<file path="src/core/smla_pkg.sv">
// Shared constants and state type for the synchronous modem line adapter
package smla_pkg;
   // ----------------------------------------
   // Sizes and timing
   // ----------------------------------------
   localparam int LINES = 4;
   localparam int CLK_HZ = 10_000_000;
   localparam int MAX_BIT_RATE = 20_000;
   localparam int BIT_CYC_MIN = CLK_HZ / MAX_BIT_RATE;
   localparam int TEST_RATE_MIN = 4800;
   // ----------------------------------------
   // Register map (line n at n*8 + offset)
   // ----------------------------------------
   localparam logic [2:0] OFS_CTRL = 3'h0;
   localparam logic [2:0] OFS_RX_SYNC = 3'h1;
   localparam logic [2:0] OFS_TX_SYNC = 3'h2;
   localparam logic [2:0] OFS_DATA = 3'h3;
   localparam logic [2:0] OFS_STATUS = 3'h4;
   localparam logic [5:0] ADR_IRQ_STATUS = 6'h20;
   localparam logic [5:0] ADR_IRQ_CLEAR = 6'h21;
   localparam logic [5:0] ADR_IRQ_ENABLE = 6'h22;
   localparam logic [5:0] ADR_SVC = 6'h23;
   // ----------------------------------------
   // Control and status bits
   // ----------------------------------------
   localparam int CB_TRANSMIT = 0;
   localparam int CB_RECEIVE = 1;
   localparam int CB_DEL_SYNC = 2;
   localparam int CB_IRQ_UF = 3;
   localparam int CB_STOP_OUT = 4;
   localparam int SB_RX_FULL = 0;
   localparam int SB_TX_EMPTY = 1;
   localparam int SB_PAR_ERR = 2;
   localparam int SB_OVERRUN = 3;
   localparam int SB_OVERFLOW = 4;
   localparam int SB_UNDERFLOW = 5;
   localparam int SB_SYNCED = 6;
   localparam int EV_PER_LINE = 3;
   localparam int EV_RX = 0;
   localparam int EV_UF = 1;
   localparam int EV_ERR = 2;
   localparam int IRQ_W = LINES * EV_PER_LINE;
   // ----------------------------------------
   // Service kinds, character format
   // ----------------------------------------
   localparam logic [1:0] SVC_NONE = 2'h0;
   localparam logic [1:0] SVC_IN_DATA = 2'h1;
   localparam logic [1:0] SVC_OUT_DATA = 2'h2;
   localparam logic [1:0] SVC_IN_STATUS = 2'h3;
   localparam logic [3:0] LEN_BASE = 4'h5;
   localparam logic [3:0] SH_W = 4'h9;
   localparam logic [3:0] BYTE_W = 4'h8;
   localparam logic [7:0] ALL_ONES = 8'hff;
   localparam logic [1:0] CFG_LEN_RST = 2'h3;
   localparam logic CFG_PAR_RST = 1'b0;
   localparam logic CFG_ODD_RST = 1'b1;

   typedef enum logic [0:0] {RXM_SEARCH = 1'b0, RXM_CHAR = 1'b1} smla_rxm_e;

   typedef struct packed {
      logic [LINES-1:0] tmode, rmode, del_sync, irq_uf, stop_out;
      logic [LINES-1:0][7:0] rx_sync, tx_sync, tx_buf, rx_buf;
      logic [LINES-1:0] tx_full, rx_full;
      logic [LINES-1:0][8:0] rx_sh, tx_sh;
      logic [LINES-1:0][3:0] rx_cnt, tx_cnt;
      smla_rxm_e [LINES-1:0] rx_mode;
      logic [LINES-1:0] txd, rts;
      logic [LINES-1:0] err_par, err_ovr, err_ovf, uf_pend;
      logic [LINES-1:0] rxc_prev, txc_prev;
      logic [LINES-1:0][1:0] cfg_len;
      logic [LINES-1:0] cfg_par_en, cfg_odd;
      logic cfg_done;
      logic [LINES-1:0] idr_l, odr_l, sir_l;
      logic svc_valid;
      logic [1:0] svc_line, svc_kind;
      logic [IRQ_W-1:0] irq_st, irq_en;
      logic irq;
      logic [7:0] rdata;
   } smla_state_s;
endpackage

</file>
<file path="src/core/smla_top.sv">
// Four-line synchronous modem line adapter core
//
// How it works
// - Four independent full-duplex lines up to 20 kbit/s
// - One held character each way per line
// - Optionally drop received receive-sync characters
// - Send transmit-sync character when output runs dry
// - Generate and check odd, even or no parity
// - Character length 5 to 8 by straps
// - Separate receive and transmit sync stores
// - Report parity, overflow and overrun errors
// - Test clock used directly, no divide-by-16
// - Per-line format, default 8 bits, no parity, odd
// - Input data beats output data beats status
// - Output request gated by buffer, mode, stop, underflow
`timescale 1ns/10ps
`default_nettype none
module smla_top
   import smla_pkg::*;
(
   // Clock and reset
   input wire logic clk,
   input wire logic reset,
   // Register port
   input wire logic [5:0] addr,
   input wire logic [7:0] wdata,
   input wire logic wr,
   input wire logic rd,
   output logic [7:0] rdata,
   // Modem side
   input wire logic [LINES-1:0] rx_clk,
   input wire logic [LINES-1:0] tx_clk,
   input wire logic [LINES-1:0] rx_data,
   output logic [LINES-1:0] tx_data,
   output logic [LINES-1:0] rts,
   // Backplane test clock
   input wire logic test_clk,
   input wire logic test_sel,
   // Per-line format straps
   input wire logic [LINES-1:0][1:0] strap_len,
   input wire logic [LINES-1:0] strap_par_en,
   input wire logic [LINES-1:0] strap_par_odd,
   // Service request and interrupt
   output logic svc_valid,
   output logic [1:0] svc_line,
   output logic [1:0] svc_kind,
   output logic irq
);
   // ----------------------------------------
   // State
   // ----------------------------------------
   smla_state_s q, n;
   logic [LINES-1:0] drop_ev, dlvr_ev, sync_ld_ev, data_ld_ev;

   // ----------------------------------------
   // Next state
   // ----------------------------------------
   always_comb begin
      logic sel, rxb, txb, exp_par, found;
      logic [3:0] dlen, fw;
      logic [7:0] mask, data, rdv;
      logic [8:0] sh, frame;
      logic [IRQ_W-1:0] ev;
      sel = 1'b0;
      rxb = 1'b0;
      txb = 1'b0;
      exp_par = 1'b0;
      found = 1'b0;
      dlen = '0;
      fw = '0;
      mask = '0;
      data = '0;
      rdv = '0;
      sh = '0;
      frame = '0;
      ev = '0;
      n = q;
      drop_ev = '0;
      dlvr_ev = '0;
      sync_ld_ev = '0;
      data_ld_ev = '0;
      // Straps are caught once, just after reset is released
      if (!q.cfg_done) begin
         n.cfg_len = strap_len;
         n.cfg_par_en = strap_par_en;
         n.cfg_odd = strap_par_odd;
         n.cfg_done = 1'b1;
      end
      for (int i = 0; i < LINES; i++) begin
         sel = !addr[5] && (addr[4:3] == i[1:0]);
         dlen = LEN_BASE + {2'b00, q.cfg_len[i]};
         fw = dlen + {3'b000, q.cfg_par_en[i]};
         mask = ALL_ONES >> (BYTE_W - dlen);
         // Bus side first, so that hardware events below win over clears
         if (wr && sel) begin
            unique case (addr[2:0])
               OFS_CTRL: begin
                  n.tmode[i] = wdata[CB_TRANSMIT];
                  n.rmode[i] = wdata[CB_RECEIVE];
                  n.del_sync[i] = wdata[CB_DEL_SYNC];
                  n.irq_uf[i] = wdata[CB_IRQ_UF];
                  n.stop_out[i] = wdata[CB_STOP_OUT];
               end
               OFS_RX_SYNC: n.rx_sync[i] = wdata;
               OFS_TX_SYNC: n.tx_sync[i] = wdata;
               OFS_DATA: begin
                  n.tx_buf[i] = wdata;
                  n.tx_full[i] = 1'b1;
               end
               default: ;
            endcase
         end
         if (rd && sel && addr[2:0] == OFS_DATA) begin
            n.rx_full[i] = 1'b0;
         end
         if (rd && sel && addr[2:0] == OFS_STATUS) begin
            n.err_par[i] = 1'b0;
            n.err_ovr[i] = 1'b0;
            n.err_ovf[i] = 1'b0;
            n.uf_pend[i] = 1'b0;
         end
         // Bit clocks: modem clocks, or the raw test clock with no prescale
         rxb = test_sel ? test_clk : rx_clk[i];
         txb = test_sel ? test_clk : tx_clk[i];
         n.rxc_prev[i] = rxb;
         n.txc_prev[i] = txb;
         // Receiver
         if (!q.rmode[i]) begin
            n.rx_mode[i] = RXM_SEARCH;
            n.rx_cnt[i] = '0;
         end else if (rxb && !q.rxc_prev[i]) begin
            sh = {rx_data[i], q.rx_sh[i][8:1]};
            n.rx_sh[i] = sh;
            if (q.rx_mode[i] == RXM_SEARCH) begin
               // Bit-by-bit hunt; the window spans the parity bit too, so
               // the next character starts on its first data bit
               frame = sh >> (SH_W - fw);
               if ((frame[7:0] & mask) == (q.rx_sync[i] & mask)) begin
                  n.rx_mode[i] = RXM_CHAR;
                  n.rx_cnt[i] = '0;
               end
            end else if (q.rx_cnt[i] + 4'h1 == fw) begin
               n.rx_cnt[i] = '0;
               frame = sh >> (SH_W - fw);
               data = frame[7:0] & mask;
               exp_par = q.cfg_odd[i] ? ~^data : ^data;
               found = q.cfg_par_en[i] && (frame[dlen] != exp_par);
               if (q.del_sync[i] && data == (q.rx_sync[i] & mask)) begin
                  drop_ev[i] = 1'b1;
               end else begin
                  dlvr_ev[i] = 1'b1;
                  n.rx_buf[i] = data;
                  n.rx_full[i] = 1'b1;
                  ev[i*EV_PER_LINE+EV_RX] = 1'b1;
                  // Second loss before status is read counts as overflow
                  if (q.rx_full[i] && q.err_ovr[i]) begin
                     n.err_ovf[i] = 1'b1;
                     ev[i*EV_PER_LINE+EV_ERR] = 1'b1;
                  end else if (q.rx_full[i]) begin
                     n.err_ovr[i] = 1'b1;
                     ev[i*EV_PER_LINE+EV_ERR] = 1'b1;
                  end
                  if (found) begin
                     n.err_par[i] = 1'b1;
                     ev[i*EV_PER_LINE+EV_ERR] = 1'b1;
                  end
               end
            end else begin
               n.rx_cnt[i] = q.rx_cnt[i] + 4'h1;
            end
         end
         // Transmitter: line idles marking outside transmission mode
         n.rts[i] = q.tmode[i];
         if (!q.tmode[i]) begin
            n.txd[i] = 1'b1;
            n.tx_cnt[i] = '0;
         end else if (txb && !q.txc_prev[i]) begin
            if (q.tx_cnt[i] == '0) begin
               if (q.tx_full[i]) begin
                  data = q.tx_buf[i] & mask;
                  data_ld_ev[i] = 1'b1;
                  n.tx_full[i] = wr && sel && addr[2:0] == OFS_DATA;
               end else begin
                  // Nothing ready in time: keep sync with the idle pattern
                  data = q.tx_sync[i] & mask;
                  sync_ld_ev[i] = 1'b1;
                  ev[i*EV_PER_LINE+EV_UF] = 1'b1;
                  if (q.irq_uf[i]) begin
                     n.uf_pend[i] = 1'b1;
                  end
               end
               frame = {1'b0, data};
               if (q.cfg_par_en[i]) begin
                  frame[dlen] = q.cfg_odd[i] ? ~^data : ^data;
               end
               n.txd[i] = frame[0];
               n.tx_sh[i] = frame >> 1;
               n.tx_cnt[i] = fw - 4'h1;
            end else begin
               n.txd[i] = q.tx_sh[i][0];
               n.tx_sh[i] = q.tx_sh[i] >> 1;
               n.tx_cnt[i] = q.tx_cnt[i] - 4'h1;
            end
         end
         // Service request terms, latched one cycle
         n.idr_l[i] = q.rx_full[i];
         n.odr_l[i] = !q.tx_full[i] && q.tmode[i] && !q.stop_out[i] && !q.uf_pend[i];
         n.sir_l[i] = q.uf_pend[i];
         // Read mux for line registers
         if (sel) begin
            unique case (addr[2:0])
               OFS_CTRL: rdv = {3'h0, q.stop_out[i], q.irq_uf[i], q.del_sync[i],
                                q.rmode[i], q.tmode[i]};
               OFS_RX_SYNC: rdv = q.rx_sync[i];
               OFS_TX_SYNC: rdv = q.tx_sync[i];
               OFS_DATA: rdv = q.rx_buf[i];
               OFS_STATUS: begin
                  rdv = '0;
                  rdv[SB_RX_FULL] = q.rx_full[i];
                  rdv[SB_TX_EMPTY] = !q.tx_full[i];
                  rdv[SB_PAR_ERR] = q.err_par[i];
                  rdv[SB_OVERRUN] = q.err_ovr[i];
                  rdv[SB_OVERFLOW] = q.err_ovf[i];
                  rdv[SB_UNDERFLOW] = q.uf_pend[i];
                  rdv[SB_SYNCED] = (q.rx_mode[i] == RXM_CHAR);
               end
               default: ;
            endcase
         end
      end
      // Priority: any input data, then output data, then status
      n.svc_valid = 1'b0;
      n.svc_kind = SVC_NONE;
      n.svc_line = '0;
      for (int i = LINES - 1; i >= 0; i--) begin
         if (q.sir_l[i]) begin
            n.svc_valid = 1'b1;
            n.svc_kind = SVC_IN_STATUS;
            n.svc_line = i[1:0];
         end
      end
      for (int i = LINES - 1; i >= 0; i--) begin
         if (q.odr_l[i] && q.idr_l == '0) begin
            n.svc_valid = 1'b1;
            n.svc_kind = SVC_OUT_DATA;
            n.svc_line = i[1:0];
         end
      end
      for (int i = LINES - 1; i >= 0; i--) begin
         if (q.idr_l[i]) begin
            n.svc_valid = 1'b1;
            n.svc_kind = SVC_IN_DATA;
            n.svc_line = i[1:0];
         end
      end
      // Interrupt: write-one clear, a new event in the same cycle wins
      if (addr[5]) begin
         unique case (addr)
            ADR_IRQ_STATUS: rdv = q.irq_st[7:0];
            ADR_IRQ_ENABLE: rdv = q.irq_en[7:0];
            ADR_SVC: rdv = {q.svc_valid, 3'h0, q.svc_kind, q.svc_line};
            default: rdv = '0;
         endcase
      end
      if (rd && addr == ADR_IRQ_STATUS + 6'h4) begin
         rdv = {4'h0, q.irq_st[IRQ_W-1:8]};
      end
      if (wr && addr == ADR_IRQ_ENABLE) begin
         n.irq_en[7:0] = wdata;
      end
      if (wr && addr == ADR_IRQ_ENABLE + 6'h4) begin
         n.irq_en[IRQ_W-1:8] = wdata[3:0];
      end
      n.irq_st = q.irq_st;
      if (wr && addr == ADR_IRQ_CLEAR) begin
         n.irq_st[7:0] = q.irq_st[7:0] & ~wdata;
      end
      if (wr && addr == ADR_IRQ_CLEAR + 6'h4) begin
         n.irq_st[IRQ_W-1:8] = q.irq_st[IRQ_W-1:8] & ~wdata[3:0];
      end
      n.irq_st = n.irq_st | ev;
      n.irq = |(n.irq_st & n.irq_en);
      n.rdata = rd ? rdv : '0;
   end

   // ----------------------------------------
   // Registers
   // ----------------------------------------
   always_ff @(posedge clk) begin
      if (reset) begin
         q <= '0;
         q.txd <= '1;
         q.rxc_prev <= '1;
         q.txc_prev <= '1;
         q.cfg_len <= {LINES{CFG_LEN_RST}};
         q.cfg_par_en <= {LINES{CFG_PAR_RST}};
         q.cfg_odd <= {LINES{CFG_ODD_RST}};
      end else begin
         q <= n;
      end
   end

   assign rdata = q.rdata;
   assign tx_data = q.txd;
   assign rts = q.rts;
   assign svc_valid = q.svc_valid;
   assign svc_line = q.svc_line;
   assign svc_kind = q.svc_kind;
   assign irq = q.irq;
endmodule
`default_nettype wire

</file>
<file path="config.mk">
export PLATFORM = sky130hd
export DESIGN_NAME = smla_top
export DESIGN_NICKNAME = d
export VERILOG_FILES = /design/src/core/smla_pkg.sv /design/src/core/smla_top.sv
export SDC_FILE = /design/constraint.sdc
export NUM_CORES = 1
export LEC_CHECK = 0
export ABC_AREA = 1
export BUFFER_PORTS_ARGS = -buffer_cell sky130_fd_sc_hd__buf_2
export CELL_PAD_IN_SITES_DETAIL_PLACEMENT = 1
export CELL_PAD_IN_SITES_GLOBAL_PLACEMENT = 2
export CORE_MARGIN = 2
export CORE_UTILIZATION = 32
export DETAILED_ROUTE_END_ITERATION = 6
export PLACE_DENSITY = 0.82
export RECOVER_POWER = 25
export REMOVE_ABC_BUFFERS = 1
export SLEW_MARGIN = 20
export SYNTH_ARGS = -nofsm -noshare
export SYNTH_HDL_FRONTEND = slang
export SYNTH_SLANG_ARGS = --single-unit
</file>
<file path="constraint.sdc">
create_clock -name clk -period 3.2 [get_ports clk]
set_input_delay 0.64 -clock clk [delete_from_list [all_inputs] [get_ports clk]]
set_output_delay 0.64 -clock clk [all_outputs]
set_load 0.02 [all_outputs]
</file>
==> results_dict.tcl <==
set metrics [dict create \
    synth.top_cell.area_share_pct 37.53 \
    htree_num_levels 2 \
    ant_nets 0 \
    first_global_vias 19980 \
    synthAdderAreaFrac_pct 3.198 \
    regArea_mm2 0.007113 \
    globalplace.congestion 0.9404 \
    nFillCells 7518 \
    fin_crit_ns 3.129 \
    clockBufferDepth 3 \
    hold_buffers 0 \
    cts_root_buffer "clkbuf_16" \
    crit_arrival_ns 3.61 \
    yosysSeqAreaShare_pct 37.53 \
    yosysMostFrequentCell "nand2_1" \
    synth_top_family_by_area "simple AND/OR/NAND/NOR gates" \
    cts_made_buffers 43 \
    finClkSkew_ns 0.02299 \
    maxSlewViolCount 57 \
    finalSetupViolations 0 \
    synth_warnings 0 \
    synthMuxAreaShare_pct 0.1057 \
    cp_data_required_time_ns 3.68 \
    post-place-ws_ns -0.2197 \
    numPortBuffers 69 \
    grt_max_degree 77 \
    hpwlAfterDp_mm 56.34 \
    synth_compound_area_share_pct 21.60 \
    multi_input_area_mm2 0.01040 \
    synth_cells 2798 \
    die-area_mm2 0.06113 \
    clock-sinks 355 \
    max_freq_ghz 0.3196 \
    fin_ws_ns 0.07073 \
    synthFlopType "dfxtp_1" \
    track_usage_pct 24.10 \
    drtIter0Drc 1045 \
    crit_path_start_kind "register" \
    overflow 0 \
    hold_class "in -> reg" \
    start_util_pct 32.20 \
    worst_pin_slew_ns 1.784 \
    crit_type "reg -> reg" \
    vias 19710 \
    cts_tree "built" \
    outcome "finished with violations" \
    num_rows 89 \
    firstDrtPassIters 5 \
    synthTopCellsByArea "dfxtp_1 38%, nand2_1 13%, a21oi_1 8.7%" \
    area_delta_synth_final_pct 19.57 \
    clkTransAtPathRegs_ns 0.06 \
    synth_edf_count 0 \
    routed_wl_mm 74.61 \
    rsz0062_at_grt "true" \
    die_h_um 247.3 \
    powerDensity_mw_per_mm2 501.4 \
    layout.nets 3034 \
    tns_ns 0 \
    drc 0 \
    violations "max-capacitance violations, max-slew violations" \
    max_cap_viol_count 2 \
    crit_fanout 7 \
    async_reset_ff_share_pct 0 \
    hold_viol 0 \
    die_x_um 247.3 \
    coreArea_mm2 0.05880 \
    vdd_drop_max_uv 396.0 \
    clkLatencyLatePin_ns 0.60 \
    drive_gt1_share_pct 14.56 \
    synth.distinct_cells 49 \
    viasPerCell 5.268 \
    wl_per_cell_um 19.94 \
    io-pin-count 70 \
    yosys.area.top_type "dfxtp_1" \
    endpoint_kind "register" \
    ys_top_cells_by_count "647 x nand2_1, 355 x dfxtp_1, 331 x a21oi_1" \
    yosys.area_share.xor_xnor_pct 2.683 \
    antenna_found_initial 5 \
    synth.avg_cell_area_um2 6.767 \
    utilization_pct 38.51 \
    relSlewSlack_pct -18.93 \
    synth.ff_latch_count 355 \
    synth_area_mm2 0.01893 \
    cellLeakagePower_nw 9.618 \
    min_period_over_period_pct 97.79 \
    grt_pass1_wl_mm 113.9 \
    yosys.area_share.simple_pct 25.28 \
]
timing repair:
action,4_1_cts,5_1_grt
cloned,0,0
setup endpoints to repair,2,44
pin swaps,1,35
buffers inserted,1,12
gates resized for setup,15,109
layer usage:
| metal | GRT usage (%) | vias to the layer above | routed length, um |
|---|---|---|---|
| met5 | 0 | - | 45 |
| met2 | 40.26 | 400 | 34940 |
| met1 | 31.44 | 9601 | 33680 |
| li1 | - | 9571 | - |
| met4 | 8.824 | 8 | 2597 |
| met3 | 3.506 | 129 | 3341 |
report_power, final:
group          internal [mW]  switching [mW]  total [mW]
clock network           3.04            2.01        5.04
registers               4.46          0.0277        4.48
logic                  0.616            1.21        1.82
kinds of logic after synthesis:
family / Yosys count
AOI/OAI and AO/OA: 757
and+or+nand+nor: 1137
muxes: 2
xor gates and xnor gates: 58
DFF: 355
buffers and inverters: 443
adders and majority gates: 46
critical path, cell delays in order (launching register included):
cell,delay (ns)
dfxtp_2,0.33
inv_4,0.07
ha_4,0.12
inv_2,0.03
fa_2,0.69
inv_4,0.10
nor2_4,0.19
nand2_1,0.13
nand3_2,0.10
nand2_1,0.05
nand3_1,0.07
nand3_1,0.09
nor2_2,0.16
nand3_2,0.12
nand2_4,0.11
nand2_2,0.05
nand2_1,0.07
nand2_1,0.06
nor2_1,0.11
nand3_1,0.11
o21bai_2,0.19
nand2_1,0.07
flip-flops by register name, indices dropped and copies added (netlist names):
| name | count |
|---|---|
| rdata | 8 |
| tx_data | 4 |
| svc_line | 2 |
| svc_kind | 2 |
| irq | 1 |
| rts | 4 |
| n | 12 |
| svc_valid | 1 |
| q | 321 |
final cells by class:
class | count | area share [%]
Timing Repair Buffer | 222 | 6.715
Antenna cell | 1 | 0.01105
Clock inverter | 9 | 0.5526
Multi-Input combinational cell | 2000 | 45.93
Clock buffer | 63 | 5.758
Tap cell | 773 | 4.272
Sequential cell | 355 | 31.42
Inverter | 318 | 5.344
metrics by stage:
stage	instances	hold WS (ns)	area, um^2	power (mW)
after floorplan	2673	0.3973	18310	5.548
after global placement	3655	0.4260	20750	6.179
after detailed placement	3655	0.4250	20750	6.219
after CTS	3728	0.2491	22240	11.32
after global routing	3740	0.2681	22640	11.84
final	3741	0.2764	22640	11.35
layout by cell type, fill, tap and decap left out, drive strengths merged:
| cell | synthesis | layout |
|---|---|---|
| nand2 | 656 | 656 |
| dfxtp | 355 | 355 |
| a21oi | 331 | 331 |
| o21ai | 310 | 310 |
| inv | 306 | 306 |
| nor2 | 212 | 212 |
| buf | 49 | 211 |
| nand3 | 196 | 196 |
| clkbuf | 76 | 74 |
| ha | 42 | 42 |
| xor2 | 30 | 30 |
| nand4 | 29 | 29 |
| xnor2 | 28 | 28 |
| o22ai | 25 | 25 |
| o211ai | 20 | 20 |
| nor3 | 19 | 19 |
| clkinv | 12 | 15 |
| o31ai | 14 | 14 |
| a221oi | 13 | 13 |
| nor4 | 11 | 11 |
| or2 | 10 | 10 |
| a31oi | 8 | 8 |
| a211oi | 6 | 6 |
| o221ai | 6 | 6 |
| a22o | 5 | 5 |
| nand3b | 4 | 4 |
| a41oi | 4 | 4 |
| fa | 4 | 4 |
| o21bai | 4 | 4 |
| o211a | 3 | 3 |
| o2111ai | 3 | 3 |
| clkinvlp | 0 | 3 |
| bufinv | 0 | 3 |
| mux2i | 2 | 2 |
| diode | 0 | 1 |
| a311oi | 1 | 1 |
| o41ai | 1 | 1 |
| a22oi | 1 | 1 |
| a32o | 1 | 1 |
| a21o | 1 | 1 |
worst paths after layout:
check	start	to	slack, ns	depth (start not counted)
setup / recovery	q[59]	irq	0.07	21
hold / removal	strap_len[4]	q[63]	0.28	3
setup reg to reg	q[59]	irq	0.07	21
hold reg to reg	n[39]	q[43]	0.43	1
No activity file was read; power rests on OpenSTA's default activity.
